## src/hw/pmc_pkg.sv

```systemverilog
// package: register map, fields and states of the power mode controller
package pmc_pkg;
  // ********************************
  // register offsets
  // ********************************
  localparam logic [11:0] PMC_PLL_CONTROL_REGISTER_OFF   = 12'h000;
  localparam logic [11:0] PMC_VREG_CTL_OFF  = 12'h004;
  localparam logic [11:0] PMC_MODE_CMD_OFF  = 12'h008;
  localparam logic [11:0] PMC_STATUS_OFF    = 12'h00C;
  localparam logic [11:0] PMC_IRQ_STAT_OFF  = 12'h010;
  localparam logic [11:0] PMC_IRQ_MASK_OFF  = 12'h014;
  localparam logic [11:0] PMC_WAKE_CFG_OFF  = 12'h018;
  // ********************************
  // field positions
  // ********************************
  localparam int PMC_PLL_BYPASS_BIT  = 0;
  localparam int PMC_PLL_DIS_BIT     = 1;
  localparam int PMC_PLL_MULT_LSB    = 8;
  localparam int PMC_PLL_MULT_W      = 6;
  localparam int PMC_VREG_REGULATOR_FREQUENCY_FIELD_LSB   = 0;
  localparam int PMC_VREG_REGULATOR_FREQUENCY_FIELD_W     = 2;
  localparam int PMC_CMD_W           = 2;
  localparam int PMC_EVT_W           = 6;
  // ********************************
  // reset values, hibernate code and mode commands
  // ********************************
  localparam logic [5:0] PMC_MULT_RST      = 6'h0A;
  localparam logic [1:0] PMC_VREG_REGULATOR_FREQUENCY_FIELD_RST = 2'h3;
  localparam logic [1:0] PMC_REGULATOR_FREQUENCY_FIELD_HIB      = 2'h0;
  localparam logic [1:0] PMC_CMD_ACTIVE    = 2'h1;
  localparam logic [1:0] PMC_CMD_SLEEP     = 2'h2;
  localparam logic [1:0] PMC_CMD_DEEP      = 2'h3;
  localparam logic [1:0] PMC_CMD_FULL      = 2'h0;
  // event bits of irq status
  localparam int PMC_EV_WAKE      = 0;
  localparam int PMC_EV_ENTER_HIB = 1;
  localparam int PMC_EV_RTC       = 2;
  localparam int PMC_EV_CAN       = 3;
  localparam int PMC_EV_NET       = 4;
  localparam int PMC_EV_MT_IRQ    = 5;

  typedef enum logic [2:0] {
    PMC_FULL_ON,
    PMC_ACTIVE,
    PMC_SLEEP,
    PMC_DEEP_SLEEP,
    PMC_HIBERNATE
  } pmc_state_t;
endpackage : pmc_pkg

```

## src/hw/pmc_power_mode_controller.sv

```systemverilog
// top: power mode controller with apb registers and wake handling
// How it works
// - reset and power-up land in full-on, pll on, not bypassed, clocks run
// - active bypasses the pll, which stays on unless its disable bit is written in active, clocks at input rate
// - multiplier written in active is pending until next full-on entry
// - active keeps granting dma to permitted level-one memories
// - sleep stops core clock, pll and system clock keep running
// - sleep wake samples bypass bit: clear to full-on, set to active
// - sleep refuses system dma to level-one memory
// - deep sleep disables pll and stops both clocks
// - deep sleep leaves only on reset or rtc interrupt, rtc goes active
// - reset during deep sleep moves to full-on
// - writing zero to regulator frequency enters hibernate, core supply off
// - hibernate puts external pins in high impedance
// - hibernate exits on rtc, can traffic, reset or network receive-on
// - unused can or transceiver wake input serves as general wakeup
// - transceiver wake on preamble or its interrupt ends sleep
// - network activity wakes from sleep or hibernate, regulator back up
`timescale 1ns/1ps
module pmc_power_mode_controller
  import pmc_pkg::*;
(
  input  wire logic        CLK_SYS_IN,
  input  wire logic        RST_IN,
  input  wire logic        PSEL_IN,
  input  wire logic        PENABLE_IN,
  input  wire logic        PWRITE_IN,
  input  wire logic [11:0] PADDR_IN,
  input  wire logic [31:0] PWDATA_IN,
  output logic      [31:0] PRDATA_OUT,
  output logic             PREADY_OUT,
  output logic             PSLVERR_OUT,
  input  wire logic        RTC_WAKE_IN,
  input  wire logic        CAN_WAKE_IN,
  input  wire logic        NET_RX_ON_IN,
  input  wire logic        MT_PREAMBLE_IN,
  input  wire logic        MT_IRQ_IN,
  input  wire logic        DMA_REQ_IN,
  output logic             DMA_GRANT_OUT,
  output logic             PLL_EN_OUT,
  output logic             PLL_BYPASS_OUT,
  output logic      [5:0]  PLL_MULT_OUT,
  output logic             CORE_CLK_EN_OUT,
  output logic             SYS_CLK_EN_OUT,
  output logic             CORE_SUPPLY_ON_OUT,
  output logic             PINS_HIZ_OUT,
  output logic      [2:0]  STATE_OUT,
  output logic             IRQ_OUT
);
  // ********************************
  // registers
  // ********************************
  pmc_state_t  state_r, state_nxt;
  logic        bypass_r;
  logic        pll_dis_r;
  logic [5:0]  mult_req_r;
  logic [5:0]  mult_act_r;
  logic [1:0]  regulator_frequency_field_r;
  logic [1:0]  wake_cfg_r;
  logic [5:0]  irq_stat_r;
  logic [5:0]  irq_mask_r;
  logic [31:0] prdata_r;
  logic        dma_grant_r;

  // ********************************
  // bus decode
  // ********************************
  wire wr_en      = PSEL_IN & PENABLE_IN & PWRITE_IN;
  wire hit_pll    = PADDR_IN == PMC_PLL_CONTROL_REGISTER_OFF;
  wire hit_vreg   = PADDR_IN == PMC_VREG_CTL_OFF;
  wire hit_cmd    = PADDR_IN == PMC_MODE_CMD_OFF;
  wire hit_stat   = PADDR_IN == PMC_STATUS_OFF;
  wire hit_istat  = PADDR_IN == PMC_IRQ_STAT_OFF;
  wire hit_imask  = PADDR_IN == PMC_IRQ_MASK_OFF;
  wire hit_wcfg   = PADDR_IN == PMC_WAKE_CFG_OFF;
  wire hit_any    = hit_pll | hit_vreg | hit_cmd | hit_stat | hit_istat | hit_imask | hit_wcfg;
  wire bus_live   = state_r != PMC_HIBERNATE;
  wire run_st     = state_r == PMC_FULL_ON || state_r == PMC_ACTIVE;
  wire wr_pll     = wr_en & hit_pll & bus_live;
  wire wr_vreg    = wr_en & hit_vreg & run_st;
  wire wr_cmd     = wr_en & hit_cmd & run_st;
  wire [1:0] cmd  = PWDATA_IN[PMC_CMD_W-1:0];
  wire [1:0] new_regulator_frequency_field = PWDATA_IN[PMC_VREG_REGULATOR_FREQUENCY_FIELD_LSB +: PMC_VREG_REGULATOR_FREQUENCY_FIELD_W];
  wire [5:0] new_mult = PWDATA_IN[PMC_PLL_MULT_LSB +: PMC_PLL_MULT_W];

  // ********************************
  // wake sources
  // ********************************
  // unused can or transceiver input doubles as a general wake pin
  wire can_wake   = CAN_WAKE_IN;
  wire net_wake   = NET_RX_ON_IN | (wake_cfg_r[1] & MT_IRQ_IN);
  wire mt_wake    = MT_PREAMBLE_IN | MT_IRQ_IN;
  wire sleep_wake = RTC_WAKE_IN | can_wake | mt_wake | net_wake;
  wire hib_wake   = RTC_WAKE_IN | can_wake | net_wake;
  wire pll_on     = ~pll_dis_r;

  // ********************************
  // mode sequencing
  // ********************************
  always_comb begin
    state_nxt = state_r;
    case (state_r)
      PMC_FULL_ON, PMC_ACTIVE: begin
        if (wr_vreg && new_regulator_frequency_field == PMC_REGULATOR_FREQUENCY_FIELD_HIB) begin
          state_nxt = PMC_HIBERNATE;
        end else if (wr_cmd) begin
          case (cmd)
            PMC_CMD_FULL:   state_nxt = pll_on ? PMC_FULL_ON : state_r;
            PMC_CMD_ACTIVE: state_nxt = PMC_ACTIVE;
            PMC_CMD_SLEEP:  state_nxt = pll_on ? PMC_SLEEP : state_r;
            default:        state_nxt = PMC_DEEP_SLEEP;
          endcase
        end
      end
      PMC_SLEEP: begin
        if (sleep_wake) begin
          state_nxt = bypass_r ? PMC_ACTIVE : PMC_FULL_ON;
        end
      end
      PMC_DEEP_SLEEP: begin
        if (RTC_WAKE_IN) begin
          state_nxt = PMC_ACTIVE;
        end
      end
      PMC_HIBERNATE: begin
        if (hib_wake) begin
          state_nxt = PMC_FULL_ON;
        end
      end
      default: state_nxt = PMC_FULL_ON;
    endcase
  end

  wire wake_evt  = (state_r != PMC_FULL_ON) && (state_r != PMC_ACTIVE) &&
                   (state_nxt == PMC_FULL_ON || state_nxt == PMC_ACTIVE);
  wire hib_evt   = state_r != PMC_HIBERNATE && state_nxt == PMC_HIBERNATE;
  wire [5:0] evt = {MT_IRQ_IN, NET_RX_ON_IN, CAN_WAKE_IN, RTC_WAKE_IN, hib_evt, wake_evt};
  wire enter_full = state_nxt == PMC_FULL_ON && state_r != PMC_FULL_ON;
  // grant follows the state being entered, so sleep never shows a stale one
  wire nxt_run    = state_nxt == PMC_FULL_ON || state_nxt == PMC_ACTIVE;

  always_ff @(posedge CLK_SYS_IN) begin
    if (RST_IN) begin
      state_r <= PMC_FULL_ON;
    end else begin
      state_r <= state_nxt;
    end
  end

  // ********************************
  // control registers
  // ********************************
  always_ff @(posedge CLK_SYS_IN) begin
    if (RST_IN) begin
      bypass_r   <= 1'b0;
      pll_dis_r  <= 1'b0;
      mult_req_r <= PMC_MULT_RST;
      mult_act_r <= PMC_MULT_RST;
      regulator_frequency_field_r     <= PMC_VREG_REGULATOR_FREQUENCY_FIELD_RST;
      wake_cfg_r <= 2'h0;
      irq_mask_r <= 6'h00;
    end else begin
      if (wr_pll) begin
        bypass_r   <= PWDATA_IN[PMC_PLL_BYPASS_BIT];
        pll_dis_r  <= PWDATA_IN[PMC_PLL_DIS_BIT] & (state_r == PMC_ACTIVE);
        mult_req_r <= new_mult;
        if (state_r == PMC_FULL_ON || enter_full) begin
          mult_act_r <= new_mult;
        end
      end else if (enter_full) begin
        mult_act_r <= mult_req_r;
      end
      if (wr_vreg) begin
        regulator_frequency_field_r <= new_regulator_frequency_field;
      end else if (state_r == PMC_HIBERNATE && hib_wake) begin
        regulator_frequency_field_r    <= PMC_VREG_REGULATOR_FREQUENCY_FIELD_RST;
        pll_dis_r <= 1'b0;
      end
      if (wr_en && hit_wcfg) begin
        wake_cfg_r <= PWDATA_IN[1:0];
      end
      if (wr_en && hit_imask) begin
        irq_mask_r <= PWDATA_IN[PMC_EVT_W-1:0];
      end
    end
  end

  // sticky events, set wins over write-one-to-clear
  always_ff @(posedge CLK_SYS_IN) begin
    if (RST_IN) begin
      irq_stat_r <= 6'h00;
    end else begin
      irq_stat_r <= (irq_stat_r & ~((wr_en && hit_istat) ? PWDATA_IN[5:0] : 6'h00)) | evt;
    end
  end

  // ********************************
  // read path
  // ********************************
  wire [31:0] rd_mux =
    hit_pll   ? {18'h0, mult_req_r, 6'h0, pll_dis_r, bypass_r} :
    hit_vreg  ? {30'h0, regulator_frequency_field_r} :
    hit_stat  ? {23'h0, mult_act_r, state_r} :
    hit_istat ? {26'h0, irq_stat_r} :
    hit_imask ? {26'h0, irq_mask_r} :
    hit_wcfg  ? {30'h0, wake_cfg_r} : 32'h0000_0000;

  always_ff @(posedge CLK_SYS_IN) begin
    if (RST_IN) begin
      prdata_r    <= 32'h0000_0000;
      dma_grant_r <= 1'b0;
    end else begin
      if (PSEL_IN && !PENABLE_IN && !PWRITE_IN) begin
        prdata_r <= rd_mux;
      end
      dma_grant_r <= DMA_REQ_IN && nxt_run;
    end
  end

  // ********************************
  // outputs
  // ********************************
  assign PRDATA_OUT         = prdata_r;
  assign PREADY_OUT         = 1'b1;
  assign PSLVERR_OUT        = PSEL_IN & PENABLE_IN & ~hit_any;
  assign DMA_GRANT_OUT      = dma_grant_r;
  assign PLL_EN_OUT         = (state_r == PMC_FULL_ON || state_r == PMC_SLEEP ||
                               (state_r == PMC_ACTIVE && pll_on));
  assign PLL_BYPASS_OUT     = state_r == PMC_ACTIVE;
  assign PLL_MULT_OUT       = mult_act_r;
  assign CORE_CLK_EN_OUT    = state_r == PMC_FULL_ON || state_r == PMC_ACTIVE;
  assign SYS_CLK_EN_OUT     = CORE_CLK_EN_OUT || state_r == PMC_SLEEP;
  assign CORE_SUPPLY_ON_OUT = state_r != PMC_HIBERNATE;
  assign PINS_HIZ_OUT       = state_r == PMC_HIBERNATE;
  assign STATE_OUT          = state_r;
  assign IRQ_OUT            = |(irq_stat_r & irq_mask_r);
endmodule : pmc_power_mode_controller

```

## config.mk

```make
export PLATFORM = sky130hd
export DESIGN_NAME = pmc_power_mode_controller
export DESIGN_NICKNAME = d
export VERILOG_FILES = /design/src/hw/pmc_pkg.sv /design/src/hw/pmc_power_mode_controller.sv
export SDC_FILE = /design/constraint.sdc
export NUM_CORES = 1
export LEC_CHECK = 0
export ABC_AREA = 0
export BUFFER_PORTS_ARGS = -buffer_cell sky130_fd_sc_hd__buf_4
export CAP_MARGIN = 20
export CORE_ASPECT_RATIO = 1.4
export CORE_MARGIN = 1.5
export CORE_UTILIZATION = 51
export CTS_CLUSTER_DIAMETER = 150
export CTS_CLUSTER_SIZE = 12
export DETAILED_ROUTE_END_ITERATION = 16
export MAX_ROUTING_LAYER = met4
export PLACE_DENSITY = 0.87
export SLEW_MARGIN = 20
export SYNTH_ARGS = -nofsm -noshare
export SYNTH_HDL_FRONTEND = slang
export SYNTH_SLANG_ARGS = --single-unit
```

## constraint.sdc

```tcl
create_clock -name CLK_SYS_IN -period 3.54 [get_ports CLK_SYS_IN]
set_input_delay 0.531 -clock CLK_SYS_IN [delete_from_list [all_inputs] [get_ports CLK_SYS_IN]]
set_output_delay 0.531 -clock CLK_SYS_IN [all_outputs]
set_load 0.01 [all_outputs]
```

* After elaboration in Yosys (flattened, before gate mapping) *
Index checks and enable logic that the tools add are counted.

word-level totals
  register bits after elaboration = 66
  bits of input ports = 55
  output and inout port bits = 51
  word-level logic and storage cells = 113

operators by class
  equality and inequality tests = 17
  multiplexer cells = 25
  bitwise operators = 29
  reductions and logical operators = 31

operators with widths
  operator                                                          number
  12-bit by 5-bit == test with 1-bit output, second input constant  3
  6-bit 2-to-1 mux                                                  6
  12-bit by 4-bit == test with 1-bit output, second input constant  2
  3-bit 2-to-1 mux                                                  7
  9-bit 2-to-1 mux                                                  2
  14-bit 2-to-1 mux                                                 1
  1-bit logical AND                                                 13
  6-bit bitwise AND                                                 2
  12-bit by 3-bit == test with 1-bit output, second input constant  1
  12-bit logical NOT                                                1
  1-bit OR                                                          12
  3-bit one-hot mux with 4 select lines                             1
  1-bit bitwise AND                                                 11
  3-bit one-hot mux with 3 select lines                             1
  3-bit by 1-bit == test with 1-bit output, second input constant   2
  3-bit by 2-bit == test with 1-bit output, second input constant   2
  3-bit == test, second input constant                              2
  3-bit logical NOT                                                 2
  1-bit logical OR                                                  6
  2-bit 2-to-1 mux                                                  3
  6-bit inverter                                                    1
  6-bit OR                                                          1
  6-bit OR reduction                                                1
  1-bit 2-to-1 mux                                                  4
  other kinds (12)                                                  15

* Longest topological paths before layout *
  depth in word-level cells = 12
  gate-level depth with buffers = 8
  gate-level depth less buffers = 7

* Worst setup path before layout *
OpenSTA, ideal clock, no wires.

  path type = input to register
  start point = input port PADDR_IN[9]
  end point = register mult_act_r[0], in the netlist PLL_MULT_OUT[0]
  library setup time = 0.121 ns
  data arrival time = 2.166 ns
  required time = 3.419 ns
  setup slack = 1.253 ns
  stages = 6
  buffers on the path = 0
  cells stage by stage = nor4_2 > nand3_1 > or3_1 > a211o_1 > a31oi_4 > mux2_2

on the way
  cells in the longest elaborated chain, start to end = 11
  elaborated cells between the ends (all ways) = 20
  those cells by class = eq/ne: 3; mux: 4; bitwise: 6; reduce/logical: 7

ends and longest elaborated chain
  what                                                                                                           line                                                                RTL
  from (decl)                                                                                                    pmc_power_mode_controller.sv:28                                     input wire logic [11:0] PADDR_IN,
  12-bit by 4-bit == test with 1-bit output / 12-bit by 3-bit == test with 1-bit output (equally long branches)  pmc_power_mode_controller.sv:71, pmc_power_mode_controller.sv:70
  1-bit bitwise AND, on equally long branches (2 in a row)                                                       pmc_power_mode_controller.sv:81, pmc_power_mode_controller.sv:80
  3-bit 2-to-1 mux / 1-bit logical AND (equally long branches)                                                   pmc_power_mode_controller.sv:106, pmc_power_mode_controller.sv:104
  3-bit 2-to-1 mux                                                                                               pmc_power_mode_controller.sv:104                                    if (wr_vreg && new_regulator_frequency_field == PMC_REGULATOR_FREQUENCY_FIELD_HIB) begin
  3-bit one-hot mux with 4 select lines                                                                          pmc_power_mode_controller.sv:102                                    case (state_r)
  3-bit logical NOT                                                                                              pmc_power_mode_controller.sv:138                                    wire enter_full = state_nxt == PMC_FULL_ON && state_r != PMC_FULL_ON;
  1-bit logical AND                                                                                              pmc_power_mode_controller.sv:138
  1-bit logical OR                                                                                               pmc_power_mode_controller.sv:167                                    if (state_r == PMC_FULL_ON || enter_full) begin
  2-bit by 1-bit != test with 1-bit output (no line)                                                             --
  2-bit AND reduction (no line)                                                                                  --
  to (signal assigned)                                                                                           pmc_power_mode_controller.sv:168                                    mult_act_r <= new_mult;
  to (signal assigned)                                                                                           pmc_power_mode_controller.sv:171                                    mult_act_r <= mult_req_r;
  to (decl)                                                                                                      pmc_power_mode_controller.sv:57                                     logic [5:0] mult_act_r;

Several ways; a longest one is shown, not always the timed one.
A chain may end at the register's enable or synchronous reset.

* Worst setup path after layout *
  start point = input port PADDR_IN[9]
  end point = register mult_act_r[3], in the netlist PLL_MULT_OUT[3]

Same word-level chain as after synthesis.

==> impl_metrics.py <==
metrics = {
    "run_status": {
        "status": "complete, no violations",
    },
    "floorplan": {
        "ios": 106,
        "start_util_pct": 52.83,
        "die_w_um": 60.93,
        "rows": 29,
        "core_area_um2": 4536,
        "dieArea_um2": 5124,
        "die_y_um": 84.10,
    },
    "clock_tree": {
        "clock-root-buffer": "clkbuf_8",
        "cts_made_buffers": 5,
        "holdBufCountCts": 0,
        "clk_pin_slew_ps": 80,
        "post-cts-setup-buffer-count": 0,
        "worstSkewPairLatency_ps": 300,
        "cts_buffer_depth": 2,
        "cts_tree": "done",
        "htreeDepth": 2,
        "clock_sinks": 48,
        "cts-resized-gates": 0,
    },
    "power_and_ir_drop": {
        "p_int_mw": 0.7902,
        "pwr-share-clk_pct": 37.7,
        "power_leakage_nw": 1.285,
        "share_comb_of_total_power_pct": 8.5,
        "ir_drop_uv": 233.2,
        "switching_share_pct": 22.18,
        "powerDensity_nw_per_um2": 341.4,
        "p_total_mw": 1.015,
        "seq_power_share_pct": 53.8,
        "p_sw_mw": 0.2252,
    },
    "final_layout": {
        "layout_common_cells": "buf_4, dfxtp_1, nor2_1, conb_1, a22oi_1",
        "fillers": 386,
        "n_antenna_cell": 0,
        "layout-drive-gt1-share_pct": 26.45,
        "syn2layout_area_growth_pct": 24.13,
        "fin_nets": 398,
        "layout_commonest_cell": "buf_4",
        "postLayoutCellArea_um2": 2974,
    },
    "route": {
        "wirelength_mm": 5.774,
        "wl_per_cell_um": 14.22,
        "drt-initial-drc-count": 191,
        "final_antenna_net_count": 0,
        "firstDrtPassIters": 4,
        "vias": 2268,
        "remaining_drc_errors": 0,
        "vias_per_cell": 5.586,
    },
    "logic_synthesis": {
        "synth_cell_types": 41,
        "ys_warn_count": 0,
        "syn_avg_cell_area_um2": 8.497,
        "ys_seq_area_share_pct": 40.10,
        "synth_flop_cell": "dfxtp_1",
        "synth_area_um2": 2396,
        "synth_area_leaders": "dfxtp_1, nor2_1, buf_4",
        "synthCells": 282,
        "synth_largest_area_cell": "dfxtp_1",
        "ys_seq_elements": 48,
        "ys_async_sr_fraction_pct": 0,
        "yosys.area.top_type_share_pct": 40.10,
        "synth-edff-count": 0,
    },
    "timing": {
        "drv_slew": 0,
        "fmax_ghz": 0.4036,
        "grt_setup_unrepaired": "false",
        "clock_skew_ps": 5.633,
        "worst_pin_slew_ps": 548.5,
        "relSlewSlack_pct": 62.96,
        "hold_viol_final": 0,
        "hold_slack_ps": 463.0,
        "setup-tns-final_ps": 0,
        "setup-violations-final": 0,
        "period_needed_ps": 2478,
        "finalCritPeriodShare_pct": 69.99,
    },
    "placed_design": {
        "place_area_um2": 2867,
        "gp_congestion": 0.9049,
        "dp_hpwl_mm": 4.307,
        "io_buffer_count": 66,
    },
    "critical_path": {
        "start_kind": "input pin",
        "worstPathRequired_ps": 3730,
        "crit_path_max_fanout": 12,
        "critPathArrivalTime_ps": 2670,
        "end_kind": "flip-flop",
        "critPathKind": "in -> reg",
    },
    "global_route": {
        "grt_pass1_wl_mm": 8.963,
        "globalRouteTotalUtil_pct": 23.18,
        "antenna_found_initial": 0,
        "grt_overflow_total": 0,
        "grt_max_degree": 51,
        "first_global_vias": 2009,
    },
    "hold_path": {
        "worstHoldPathType": "in -> reg",
    },
    "run": {
        "drv_cap": 0,
    },
}
==> cell usage after synthesis (8+ instances only) <==
cell / instances
inv_1: 9
clkbuf_1: 13
mux2i_1: 13
nor3_1: 10
buf_4: 20
a22o_1: 8
nand2_1: 16
dfxtp_1: 48
mux2_2: 8
nor2_1: 43
nor2b_1: 10
a22oi_1: 18
a21oi_1: 11
==> sequential cells by signal (all words and copies together), names as in the netlist <==
name                         count
irq_stat_r                       6
pll_dis_r                        1
regulator_frequency_field_r      2
wake_cfg_r                       2
bypass_r                         1
DMA_GRANT_OUT                    1
irq_mask_r                       6
STATE_OUT                        3
PRDATA_OUT                      14
PLL_MULT_OUT                     6
mult_req_r                       6
==> worst paths after layout <==
check                                                 from                            to  slack, ps  depth (start not counted)
worst min-delay path                           RTC_WAKE_IN      irq_stat_r[2]$_SDFF_PP0_        460                          3
worst max register to register     STATE_OUT[2]$_SDFF_PP0_  PLL_MULT_OUT[3]$_SDFFE_PP1P_       1190                          6
worst max-delay path                           PADDR_IN[9]  PLL_MULT_OUT[3]$_SDFFE_PP1P_       1060                          8
worst min register to register  PRDATA_OUT[8]$_SDFFE_PP0P_    PRDATA_OUT[8]$_SDFFE_PP0P_        510                          2
==> logic make-up after synthesis <==
kind of cell | Yosys count | synth area share (%)
and+or+nand+nor | 109 | 22.30
other | 2 | 0.3134
buffers and inverters | 43 | 9.921
DFF | 48 | 40.10
AOI/OAI and AO/OA | 59 | 18.17
muxes | 21 | 9.191
==> final cells by class <==
type                    instances  area (um2)  area share, %
multi-input cells             208        1261          42.41
well taps                      62       77.57          2.608
flip-flops and latches         48       960.9          32.31
clock inverters                 2       35.03          1.178
inverters                       9       33.78          1.136
clock buffers                   6       72.57          2.440
repair buffers                 71       533.0          17.92
==> per-layer routing <==
| layer | wire length, um | track usage, % | up-vias |
|---|---|---|---|
| met2 | 3130 | 39.88 | 104 |
| met1 | 2203 | 25.90 | 1070 |
| met4 | 103 | 8.498 | 0 |
| li1 | - | - | 1082 |
| met3 | 336 | 3.876 | 12 |
| met5 | 0 | - | - |
==> worst max-delay path: stages <==
cell	delay, ps
buf_4	110
nor4_2	280
nand3_1	100
buf_4	190
o41ai_1	570
a211oi_1	150
a31oi_4	350
mux2_2	380
==> metrics by stage <==
stage	util (%)	instances	worst slack, ps
after floorplan	-	299	1253
after global placement	63.20	398	785.1
after detailed placement	63.20	398	754.7
after CTS	65.57	406	1075
after global routing	65.57	406	931.5
final	65.57	406	1062
==> power groups by stage <==
stage | clock network, mW | registers (mW) | logic [mW]
after floorplan | 0 | 0.558 | 0.0584
after global placement | 0 | 0.559 | 0.0841
after detailed placement | 0 | 0.559 | 0.0854
after CTS | 0.392 | 0.546 | 0.0856
after global routing | 0.410 | 0.547 | 0.0954
final | 0.383 | 0.547 | 0.0863
Note: power is estimated with default switching activity, not from simulation.
